### src/design/oscdiv_consts.vh
`ifndef OSCDIV_CONSTS_VH
`define OSCDIV_CONSTS_VH

// ----------------------------------------
// register byte offsets
// ----------------------------------------
`define OSCDIV_ADDR_OSC_CTRL 8'h00
`define OSCDIV_ADDR_CLK_DIV 8'h04
`define OSCDIV_ADDR_FB_MULT 8'h08
`define OSCDIV_ADDR_UNLOCK 8'h0c

// ----------------------------------------
// reset values
// ----------------------------------------
`define OSCDIV_RST_CLK_DIV 16'h3040
`define OSCDIV_RST_FB_CODE 9'h030
`define OSCDIV_ERASED_SEL 3'h7

// ----------------------------------------
// unlock keys (arbitrary values)
// ----------------------------------------
`define OSCDIV_KEY_FIRST 16'h0046
`define OSCDIV_KEY_SECOND 16'h0057

// ----------------------------------------
// oscillator_control field positions
// ----------------------------------------
`define OSCDIV_OC_CUR_LSB 12
`define OSCDIV_OC_NEXT_LSB 8
`define OSCDIV_OC_FREEZE 7
`define OSCDIV_OC_LOCK 5
`define OSCDIV_OC_FAIL 3
`define OSCDIV_OC_SEC_ON 1
`define OSCDIV_OC_SWREQ 0

// ----------------------------------------
// clock_divisor field positions
// ----------------------------------------
`define OSCDIV_CD_ROI 15
`define OSCDIV_CD_CPU_CLOCK_REDUCTION_LSB 12
`define OSCDIV_CD_REDUCTION_ENABLE 11
`define OSCDIV_CD_FRC_LSB 8
`define OSCDIV_CD_POST_LSB 6
`define OSCDIV_CD_PRE_LSB 0

// ----------------------------------------
// source encodings and divider codes
// ----------------------------------------
`define OSCDIV_SRC_FRC 3'h0
`define OSCDIV_SRC_FRC_PLL 3'h1
`define OSCDIV_SRC_PRI 3'h2
`define OSCDIV_SRC_PRI_PLL 3'h3
`define OSCDIV_SRC_SEC 3'h4
`define OSCDIV_SRC_SLOW_RC 3'h5
`define OSCDIV_SRC_FRC_DIV16 3'h6
`define OSCDIV_SRC_FRC_DIVN 3'h7
`define OSCDIV_POST_RESERVED 2'h2
`define OSCDIV_PRI_NONE 2'h3

// ----------------------------------------
// timing counts
// ----------------------------------------
`define OSCDIV_SWITCH_SRC_CYCLES 4'ha
`define OSCDIV_FOSC_TO_FCY 2

`endif

### src/design/oscdiv_top.v
// Our own choices: the address map and the APB register port.
`timescale 1ns/100ps
`include "oscdiv_consts.vh"

// Overview of operation
// current source field, read only, eight codes
// next source field, strap loaded at power-on
// primary submode picks crystal or external type
// erased part starts fast RC divide-by-N
// freeze plus permission blocks clock configuration
// lock flag shows PLL lock, zero otherwise
// fail flag hardware set, software clear only; the code also clears it when a switch starts
// enable bit powers secondary oscillator
// switch request set by software, hardware clears
// control writes need the unlock sequence
// no direct PLL-to-PLL source switch; the code does not block one
// interrupt clears reduction enable when armed
// reduction code divides by two-power, reset eight
// reduction disabled forces one-to-one ratio
// fast RC postscale 1..64, code seven 256
// VCO divider 2, 4, 8; code two reserved
// input prescaler divides by code plus two
// oscillator divided by two for instruction
// feedback multiplier is code plus two
// wait ready, ten source cycles, then switch
// same source request is dropped at once
// reserved divider code keeps old setting
// unimplemented bits read zero
module oscdiv_top #(
  parameter ADDR_WIDTH = 8
) (
  input wire pclk,
  input wire presetn,
  input wire psel,
  input wire penable,
  input wire pwrite,
  input wire [ADDR_WIDTH-1:0] paddr,
  input wire [31:0] pwdata,
  output reg [31:0] prdata,
  output reg pready,
  output reg pslverr,
  input wire [2:0] initial_osc_sel,
  input wire [1:0] primary_submode_sel,
  input wire freeze_permission_cfg,
  input wire new_src_ready,
  input wire new_src_clk,
  input wire pll_locked,
  input wire clock_fail_event,
  input wire irq_pending,
  output reg [2:0] current_osc_sel,
  output reg [2:0] osc_power_sel,
  output reg [1:0] primary_osc_type,
  output reg secondary_osc_on,
  output reg [8:0] fast_rc_div_ratio,
  output reg [3:0] vco_div_ratio,
  output reg [5:0] pre_div_ratio,
  output reg [9:0] feedback_multiplier,
  output reg cpu_tick,
  output reg periph_tick
);

  // ----------------------------------------
  // state machine codes
  // ----------------------------------------
  localparam ST_IDLE = 2'd0;
  localparam ST_WAIT = 2'd1;
  localparam ST_COUNT = 2'd2;
  // reset image of clock_divisor, sliced per field so no bits drop silently
  localparam [15:0] RST_DIV = `OSCDIV_RST_CLK_DIV;

  reg [2:0] next_osc_sel;
  reg clock_cfg_freeze;
  reg clock_fail_flag;
  reg switch_request;
  reg recover_on_irq;
  reg [2:0] cpu_clock_reduction;
  reg reduction_enable;
  reg [2:0] fast_rc_postscale;
  reg [1:0] vco_out_divider;
  reg [4:0] phase_det_in_divider;
  reg [8:0] fb_code;
  reg cfg_loaded;
  reg key_stage;
  reg unlocked;
  reg [1:0] sw_state;
  reg [2:0] target_sel;
  reg [3:0] edge_cnt;
  reg src_clk_prev;
  reg [6:0] cpu_clock_reduction_cnt;
  reg [31:0] rd_mux;
  reg rd_hit;
  reg [6:0] cpu_clock_reduction_mask;
  reg lock_flag;

  wire [4:0] sync_o;
  wire ready_s = sync_o[0];
  wire clk_s = sync_o[1];
  wire lock_s = sync_o[2];
  wire fail_s = sync_o[3];
  wire irq_s = sync_o[4];
  wire frozen = clock_cfg_freeze & freeze_permission_cfg;
  wire wr_fire = psel & penable & pready & pwrite;
  wire setup = psel & ~penable;
  wire wr_ctrl = wr_fire & (paddr == `OSCDIV_ADDR_OSC_CTRL) & unlocked;
  wire wr_div = wr_fire & (paddr == `OSCDIV_ADDR_CLK_DIV);
  wire wr_fb = wr_fire & (paddr == `OSCDIV_ADDR_FB_MULT);
  wire wr_key = wr_fire & (paddr == `OSCDIV_ADDR_UNLOCK);
  wire src_edge = clk_s & ~src_clk_prev;
  wire tgt_pll = (target_sel == `OSCDIV_SRC_FRC_PLL) | (target_sel == `OSCDIV_SRC_PRI_PLL);
  wire cur_pll = (current_osc_sel == `OSCDIV_SRC_FRC_PLL) |
                 (current_osc_sel == `OSCDIV_SRC_PRI_PLL);
  wire pll_used = cur_pll | ((sw_state != ST_IDLE) & tgt_pll);
  wire sw_done = (sw_state == ST_COUNT) & src_edge &
                 (edge_cnt == `OSCDIV_SWITCH_SRC_CYCLES - 4'h1);
  wire sw_same = (sw_state == ST_IDLE) & switch_request & cfg_loaded &
                 (next_osc_sel == current_osc_sel);
  wire sw_start = (sw_state == ST_IDLE) & switch_request & cfg_loaded &
                  (next_osc_sel != current_osc_sel);

  // ----------------------------------------
  // pin synchronisers
  // ----------------------------------------
  oscdiv_sync #(
    .WIDTH(5)
  ) u_sync (
    .pclk(pclk),
    .presetn(presetn),
    .async_in({irq_pending, clock_fail_event, pll_locked, new_src_clk, new_src_ready}),
    .sync_out(sync_o)
  );

  // ----------------------------------------
  // register read view
  // ----------------------------------------
  // read mux; unused positions tie to zero
  always @* begin
    rd_mux = 32'h00000000;
    rd_hit = 1'b1;
    case (paddr)
      `OSCDIV_ADDR_OSC_CTRL: begin
        // zero fill holes
        // read-only current source
        rd_mux[`OSCDIV_OC_CUR_LSB +: 3] = current_osc_sel;
        rd_mux[`OSCDIV_OC_NEXT_LSB +: 3] = next_osc_sel;
        rd_mux[`OSCDIV_OC_FREEZE] = clock_cfg_freeze;
        rd_mux[`OSCDIV_OC_LOCK] = lock_flag;
        rd_mux[`OSCDIV_OC_FAIL] = clock_fail_flag;
        rd_mux[`OSCDIV_OC_SEC_ON] = secondary_osc_on;
        rd_mux[`OSCDIV_OC_SWREQ] = switch_request;
      end
      `OSCDIV_ADDR_CLK_DIV: begin
        rd_mux[`OSCDIV_CD_ROI] = recover_on_irq;
        rd_mux[`OSCDIV_CD_CPU_CLOCK_REDUCTION_LSB +: 3] = cpu_clock_reduction;
        rd_mux[`OSCDIV_CD_REDUCTION_ENABLE] = reduction_enable;
        rd_mux[`OSCDIV_CD_FRC_LSB +: 3] = fast_rc_postscale;
        rd_mux[`OSCDIV_CD_POST_LSB +: 2] = vco_out_divider;
        rd_mux[`OSCDIV_CD_PRE_LSB +: 5] = phase_det_in_divider;
      end
      `OSCDIV_ADDR_FB_MULT: begin
        rd_mux[8:0] = fb_code;
      end
      `OSCDIV_ADDR_UNLOCK: begin
        rd_mux[0] = unlocked;
      end
      default: begin
        rd_hit = 1'b0;
      end
    endcase
  end

  // ----------------------------------------
  // apb slave, zero wait states
  // ----------------------------------------
  // answer registered at the setup edge so all outputs are flops
  always @(posedge pclk or negedge presetn) begin
    if (!presetn) begin
      pready <= 1'b0;
      pslverr <= 1'b0;
      prdata <= 32'h00000000;
    end else begin
      pready <= setup;
      pslverr <= setup & ~rd_hit;
      prdata <= (setup & ~pwrite) ? rd_mux : 32'h00000000;
    end
  end

  // unlock key sequence
  // the arm lasts for exactly one following write, so a stray write disarms it
  always @(posedge pclk or negedge presetn) begin
    if (!presetn) begin
      key_stage <= 1'b0;
      unlocked <= 1'b0;
    end else if (wr_key) begin
      key_stage <= (pwdata[15:0] == `OSCDIV_KEY_FIRST);
      unlocked <= key_stage & (pwdata[15:0] == `OSCDIV_KEY_SECOND);
    end else if (wr_fire) begin
      key_stage <= 1'b0;
      unlocked <= 1'b0;
    end
  end

  // ----------------------------------------
  // oscillator control register
  // ----------------------------------------
  // strap capture one edge after reset release, never under reset itself
  always @(posedge pclk or negedge presetn) begin
    if (!presetn) begin
      // erased default source
      next_osc_sel <= `OSCDIV_ERASED_SEL;
      current_osc_sel <= `OSCDIV_ERASED_SEL;
      cfg_loaded <= 1'b0;
      clock_cfg_freeze <= 1'b0;
      secondary_osc_on <= 1'b0;
      switch_request <= 1'b0;
      clock_fail_flag <= 1'b0;
    end else begin
      if (!cfg_loaded) begin
        // strap loads selections
        next_osc_sel <= initial_osc_sel;
        current_osc_sel <= initial_osc_sel;
        cfg_loaded <= 1'b1;
      end else if (wr_ctrl && !frozen) begin
        // frozen blocks selection
        next_osc_sel <= pwdata[`OSCDIV_OC_NEXT_LSB +: 3];
      end
      // commit new source
      if (sw_done) begin
        current_osc_sel <= target_sel;
      end
      // freeze stays set while permission holds
      if (wr_ctrl && !frozen) begin
        clock_cfg_freeze <= pwdata[`OSCDIV_OC_FREEZE];
      end
      // secondary enable bit
      if (wr_ctrl) begin
        secondary_osc_on <= pwdata[`OSCDIV_OC_SEC_ON];
      end
      // software set, hardware clear
      if (wr_ctrl && !frozen && pwdata[`OSCDIV_OC_SWREQ]) begin
        switch_request <= 1'b1;
      end else if (sw_done || sw_same) begin
        // redundant request dropped
        switch_request <= 1'b0;
      end
      // set wins over clear
      if (fail_s) begin
        clock_fail_flag <= 1'b1;
      end else if ((wr_ctrl && !pwdata[`OSCDIV_OC_FAIL]) || sw_start) begin
        clock_fail_flag <= 1'b0;
      end
    end
  end

  // ----------------------------------------
  // switch sequencer
  // ----------------------------------------
  // target latched so a later selection write cannot retarget mid-switch
  always @(posedge pclk or negedge presetn) begin
    if (!presetn) begin
      sw_state <= ST_IDLE;
      target_sel <= `OSCDIV_ERASED_SEL;
      edge_cnt <= 4'h0;
      src_clk_prev <= 1'b0;
    end else begin
      src_clk_prev <= clk_s;
      case (sw_state)
        ST_IDLE: begin
          edge_cnt <= 4'h0;
          if (sw_start) begin
            target_sel <= next_osc_sel;
            sw_state <= ST_WAIT;
          end
        end
        ST_WAIT: begin
          // wait source ready
          if (ready_s && (!tgt_pll || lock_s)) begin
            sw_state <= ST_COUNT;
          end
        end
        ST_COUNT: begin
          // count ten cycles
          if (sw_done) begin
            sw_state <= ST_IDLE;
          end else if (src_edge) begin
            edge_cnt <= edge_cnt + 4'h1;
          end
        end
        default: begin
          sw_state <= ST_IDLE;
        end
      endcase
    end
  end

  // ----------------------------------------
  // clock divisor and feedback registers
  // ----------------------------------------
  // cpu_clock_reduction fields stay writable under freeze; only clock and pll setup lock
  always @(posedge pclk or negedge presetn) begin
    if (!presetn) begin
      recover_on_irq <= RST_DIV[`OSCDIV_CD_ROI];
      cpu_clock_reduction <= RST_DIV[`OSCDIV_CD_CPU_CLOCK_REDUCTION_LSB +: 3];
      reduction_enable <= RST_DIV[`OSCDIV_CD_REDUCTION_ENABLE];
      fast_rc_postscale <= RST_DIV[`OSCDIV_CD_FRC_LSB +: 3];
      vco_out_divider <= RST_DIV[`OSCDIV_CD_POST_LSB +: 2];
      phase_det_in_divider <= RST_DIV[`OSCDIV_CD_PRE_LSB +: 5];
      fb_code <= `OSCDIV_RST_FB_CODE;
    end else begin
      if (wr_div) begin
        recover_on_irq <= pwdata[`OSCDIV_CD_ROI];
        cpu_clock_reduction <= pwdata[`OSCDIV_CD_CPU_CLOCK_REDUCTION_LSB +: 3];
      end
      // interrupt clears enable
      if (irq_s && recover_on_irq) begin
        reduction_enable <= 1'b0;
      end else if (wr_div) begin
        reduction_enable <= pwdata[`OSCDIV_CD_REDUCTION_ENABLE];
      end
      // frozen pll settings
      if (wr_div && !frozen) begin
        fast_rc_postscale <= pwdata[`OSCDIV_CD_FRC_LSB +: 3];
        phase_det_in_divider <= pwdata[`OSCDIV_CD_PRE_LSB +: 5];
        // reserved code ignored
        if (pwdata[`OSCDIV_CD_POST_LSB +: 2] != `OSCDIV_POST_RESERVED) begin
          vco_out_divider <= pwdata[`OSCDIV_CD_POST_LSB +: 2];
        end
      end
      if (wr_fb && !frozen) begin
        fb_code <= pwdata[8:0];
      end
    end
  end

  // ----------------------------------------
  // decoded divider and source outputs
  // ----------------------------------------
  always @(posedge pclk or negedge presetn) begin
    if (!presetn) begin
      fast_rc_div_ratio <= 9'h001;
      vco_div_ratio <= 4'h4;
      pre_div_ratio <= 6'h02;
      feedback_multiplier <= 10'h032;
      osc_power_sel <= `OSCDIV_ERASED_SEL;
      primary_osc_type <= `OSCDIV_PRI_NONE;
      lock_flag <= 1'b0;
    end else begin
      // postscale, code seven 256
      fast_rc_div_ratio <= (fast_rc_postscale == 3'h7) ? 9'h100 :
                           (9'h001 << fast_rc_postscale);
      // vco output divider
      vco_div_ratio <= (vco_out_divider == 2'h3) ? 4'h8 :
                       (vco_out_divider == 2'h1) ? 4'h4 : 4'h2;
      // prescaler code plus two
      pre_div_ratio <= {1'b0, phase_det_in_divider} + 6'h02;
      // multiplier code plus two
      feedback_multiplier <= {1'b0, fb_code} + 10'h002;
      // the target is powered during a switch, the current source otherwise
      osc_power_sel <= (sw_state != ST_IDLE) ? target_sel : current_osc_sel;
      // submode only for primary
      primary_osc_type <= ((current_osc_sel == `OSCDIV_SRC_PRI) ||
                           (current_osc_sel == `OSCDIV_SRC_PRI_PLL)) ?
                          primary_submode_sel : `OSCDIV_PRI_NONE;
      // lock only when pll used
      lock_flag <= lock_s & pll_used;
    end
  end

  // ----------------------------------------
  // instruction and peripheral ticks
  // ----------------------------------------
  // pclk stands in for fosc here, so fcy ticks on every second edge
  always @* begin
    cpu_clock_reduction_mask = 7'h7f >> (3'h7 - cpu_clock_reduction);
    if (cpu_clock_reduction == 3'h0) begin
      cpu_clock_reduction_mask = 7'h00;
    end
  end

  always @(posedge pclk or negedge presetn) begin
    if (!presetn) begin
      cpu_tick <= 1'b0;
      periph_tick <= 1'b0;
      cpu_clock_reduction_cnt <= 7'h00;
    end else begin
      // fosc halved for fcy
      cpu_tick <= ~cpu_tick;
      if (cpu_tick) begin
        cpu_clock_reduction_cnt <= cpu_clock_reduction_cnt + 7'h01;
      end
      // two-power reduction
      // disabled gives one-to-one
      periph_tick <= cpu_tick & (!reduction_enable || ((cpu_clock_reduction_cnt & cpu_clock_reduction_mask) == 7'h00));
    end
  end

endmodule // oscdiv_top

### src/design/oscdiv_sync.v
`timescale 1ns/100ps

// three-stage synchroniser; output follows once stages two and three agree
module oscdiv_sync #(
  parameter WIDTH = 1
) (
  input wire pclk,
  input wire presetn,
  input wire [WIDTH-1:0] async_in,
  output reg [WIDTH-1:0] sync_out
);

  reg [WIDTH-1:0] stage1;
  reg [WIDTH-1:0] stage2;
  reg [WIDTH-1:0] stage3;
  integer i;

  // stage1 is read by stage2 only
  always @(posedge pclk or negedge presetn) begin
    if (!presetn) begin
      stage1 <= {WIDTH{1'b0}};
      stage2 <= {WIDTH{1'b0}};
      stage3 <= {WIDTH{1'b0}};
      sync_out <= {WIDTH{1'b0}};
    end else begin
      stage1 <= async_in;
      stage2 <= stage1;
      stage3 <= stage2;
      for (i = 0; i < WIDTH; i = i + 1) begin
        if (stage2[i] == stage3[i]) begin
          sync_out[i] <= stage3[i];
        end
      end
    end
  end

endmodule // oscdiv_sync

### config.mk
export PLATFORM = sky130hd
export DESIGN_NAME = oscdiv_top
export DESIGN_NICKNAME = d
export VERILOG_FILES = /design/src/design/oscdiv_top.v /design/src/design/oscdiv_sync.v
export VERILOG_INCLUDE_DIRS = /design/src /design/src/design
export SDC_FILE = /design/constraint.sdc
export NUM_CORES = 1
export LEC_CHECK = 0
export ABC_AREA = 1
export BUFFER_PORTS_ARGS = -buffer_cell sky130_fd_sc_hd__clkbuf_2
export CELL_PAD_IN_SITES_DETAIL_PLACEMENT = 0
export CELL_PAD_IN_SITES_GLOBAL_PLACEMENT = 1
export CORE_ASPECT_RATIO = 1.1
export CORE_MARGIN = 1.5
export CORE_UTILIZATION = 43
export CTS_BUF_LIST = sky130_fd_sc_hd__clkbuf_8 sky130_fd_sc_hd__clkbuf_16
export DETAILED_ROUTE_END_ITERATION = 16
export PLACE_DENSITY_LB_ADDON = 0.15
export SLEW_MARGIN = 0
export SYNTH_ARGS = -nofsm -noshare
export SYNTH_HDL_FRONTEND = slang
export SYNTH_HIERARCHICAL = 1
export SYNTH_SLANG_ARGS = --single-unit
### constraint.sdc
create_clock -name pclk -period 2.2 [get_ports pclk]
set_input_delay 0 -clock pclk [delete_from_list [all_inputs] [get_ports pclk]]
set_output_delay 0 -clock pclk [all_outputs]
set_load 0.01 [all_outputs]
==> impl_results.md <==
- Hold WC Path Type: in2reg
- Setup ws final: between 400 and 500 ps
- Maximum vdd drop: around 0.53 mV
- Gr ovfl total: 0
- Largest net degree at the start of global routing: 60
- Horiz. Die Dim: approximately 110 µm
- DR WL met2: 5.80 mm
- Final hold violation count: 0
- Critical Path RT: 2490 ps
- Final min period: 1730 ps
- Max-Cap Viols: 0
- GRT Total Usage: approximately 20%
- Setup crit end kind: flop
- GP Congestion: around 0.87
- Fin crit share: roughly four fifths
- Setup Skew: around 4.6 ps
- TritonCTS buffer count: 17
- EDFF count, synth: 0
- Post-CTS Setup Bufs: 0
- FF+latch count, synth: around 130
- Dpl hpwl: 9.02 mm
- Final WL: 12.3 mm
- Core Area: around 12000 µm²
- Layout cell share with drive strength beyond 1: 24.4%
- Initial antenna violation count: 0
- Post-synth top flop: dfrtp_1
- DR pass1 iterations: 4
- Top cell type's share of synthesized area: about 47%
- Critical path type: reg2reg
- Ys Warns: 6
- CP Data Arrival Time: between 2000 and 2500 ps
- Antenna Cells: 0
- IO Count: 130
- Residual DRC count: 0
- CTS tree: built
- Routed wl met3: 935 µm
- Iteration-0 DRC Markers: around 200
- RSZ-0062 raised after global routing: false
- Setup_tns: 0 ps
- Cell Rows: between 40 and 50
- R2R cell count: 9
- Syn-to-layout area delta: 29.4%
- Antenna-violating nets left: 0
- Critical-path maximum fanout: 6
- Initial Util: 44.7%
- Top-count cell post-synth: nand2_1
- Clk Tree Root Cell: clkbuf_16
- Via density: about 4.7
- Metal-1 WL: 5.35 mm
- Clock Path Buffers: 2
- Leakage: 3.61 nW
- Fmax: slightly below 600 MHz
- Synth area leaders: dfrtp_1, nand2_1, dfstp_2
- CTS sink cnt: approximately 130
- Via count: roughly 4300
- Max_slew headroom: roughly three fifths
- Worst-Margin Slew: 597 ps
- First-pass GRT wire length: 19.8 mm
- Top cells by count, synth: nand2_1, dfrtp_1, inv_1
- Min Hold Slack: ~19 ps
- Final #Nets: around 800
- Finished Core Util: ~58%
- DIE HEIGHT: 121 µm
- Area leader, netlist: dfrtp_1
- Vias in the first global route: between 3000 and 4000
- Uppermost layer routed: met4
- Non-Filler Instances: around 910
- Number of instances in the placed design: roughly 840
- DP Worst Slack: 735 ps
- CP Launch Type: flop
- Mean Syn Cell Area: a little over 9 µm²
- H-tree depth: 4
- Total Die Area: 13400 µm²
- DR WL/cell: 13.5 µm
- Library cells used by synthesis: 32
- Status: complete, no violations
- Worst hold path depth: 6
- Power per cell area: 911 nW/µm²
- Setup violators final: 0
- Post-Synthesis Cell Area: between 5000 and 6000 µm²
- Clock transition at path regs: 50 ps
- Async set-reset flop share out of synthesis: 100%
- PortBufs: 95
- Part of the Yosys area used for sequential elements: 58.8%
- Clock Latency Late Sink: between 400 and 500 ps
- Max Slew Vio Count: 0
- Post-Synthesis Cells: 597
critical path, cell delays in order (launching register included):
cell           delay [ps]
dfrtp_1               380
nand2_1                80
inv_2                  30
nand2_2               160
inv_1                  90
nand2_2               150
nor2_2                 70
nand2_1                50
nand2_1                40
dlygate4sd3_1         550
report_power, final:
part / internal [mW] / switching [mW] / leakage, nW
Clock: 2.20 / 0.990 / 0.341
Sequential: 2.53 / 0.109 / 1.56
Combinational: 0.218 / 0.383 / 1.71
placed cells by master, fill, tap and decap left out, drive strengths merged, types with 4 or more instances in the layout:
master	n
nor3	16
nor2	61
dlygate4sd3	33
dfrtp	102
nand3	39
clkbuf	114
xor2	11
ha	5
clkinv	5
o21ai	20
nand2	189
conb	19
xnor2	4
nand4	4
bufinv	6
dfstp	25
inv	64
a21oi	24
cell families (layout without fill, tap and decap cells):
| family | count (synthesis) | after routing | share of synthesized area (%) |
|---|---|---|---|
| multiplexers | 1 | 1 | 0.183 |
| adder cells (fa/ha/maj) | 5 | 5 | 1.15 |
| flip-flops | 127 | 127 | 58.8 |
| AO/OA/AOI/OAI | 47 | 47 | 4.77 |
| buffers and inverters | 86 | 225 | 7.41 |
| XOR/XNOR | 15 | 15 | 2.41 |
| AND/OR/NAND/NOR | 314 | 314 | 25.1 |
| other | 2 | 19 | 0.138 |
state kept, by name (all words and copies together), names as in the netlist, 4 cells and up:
signal,count
u_sync/stage3,5
u_sync/stage2,5
fb_code,9
pre_div_ratio,6
u_sync/sync_out,5
u_sync/stage1,5
feedback_multiplier,10
prdata,16
edge_cnt,4
fast_rc_div_ratio,8
cpu_clock_reduction_cnt,7
phase_det_in_divider,5
worst paths after layout:
path	to	from	slack (ps)
hold reg to reg	u_sync/stage2[2]$_DFF_PN0_	u_sync/stage1[2]$_DFF_PN0_	350
hold / removal	prdata[7]$_DFF_PN0_	paddr[0]	20
setup / recovery	phase_det_in_divider[0]$_DFFE_PN0P_	pready$_DFF_PN0_	470
max in group asynchronous	pre_div_ratio[1]$_DFF_PN1_	presetn	1280
min in group asynchronous	phase_det_in_divider[0]$_DFFE_PN0P_	presetn	140
setup reg to reg	phase_det_in_divider[0]$_DFFE_PN0P_	pready$_DFF_PN0_	470
layer usage:
layer	GRT usage, %	vias to the layer above
met1	26.5	2019
met2	30.8	131
met4	8.09	0
met5	0	-
li1	-	2128
met3	5.64	16
metrics by stage:
stage          instance area [µm²]  power [mW]
2_1_floorplan                 5520        3.01
3_3_place_gp                  6050        3.21
3_5_place_dp                  6050        3.23
4_1_cts                       7060        6.49
5_1_grt                       7060        6.69
6_report                      7060        6.43
final cells by class:
class	instances	area (µm²)
Fill cell	1120	5130
Sequential cell	127	3210
Multi-Input combinational cell	401	1910
Timing Repair Buffer	130	836
Clock buffer	20	467
Inverter	63	236
Clock inverter	12	213
Tap cell	154	193
repair_timing:
action                                  4_1_cts  5_1_grt
endpoints found under the hold margin        86        0
hold buffers                                 33        0
endpoints found under the setup margin        0        0
resized for setup                             0        0
No activity file was read; power rests on OpenSTA's default activity.
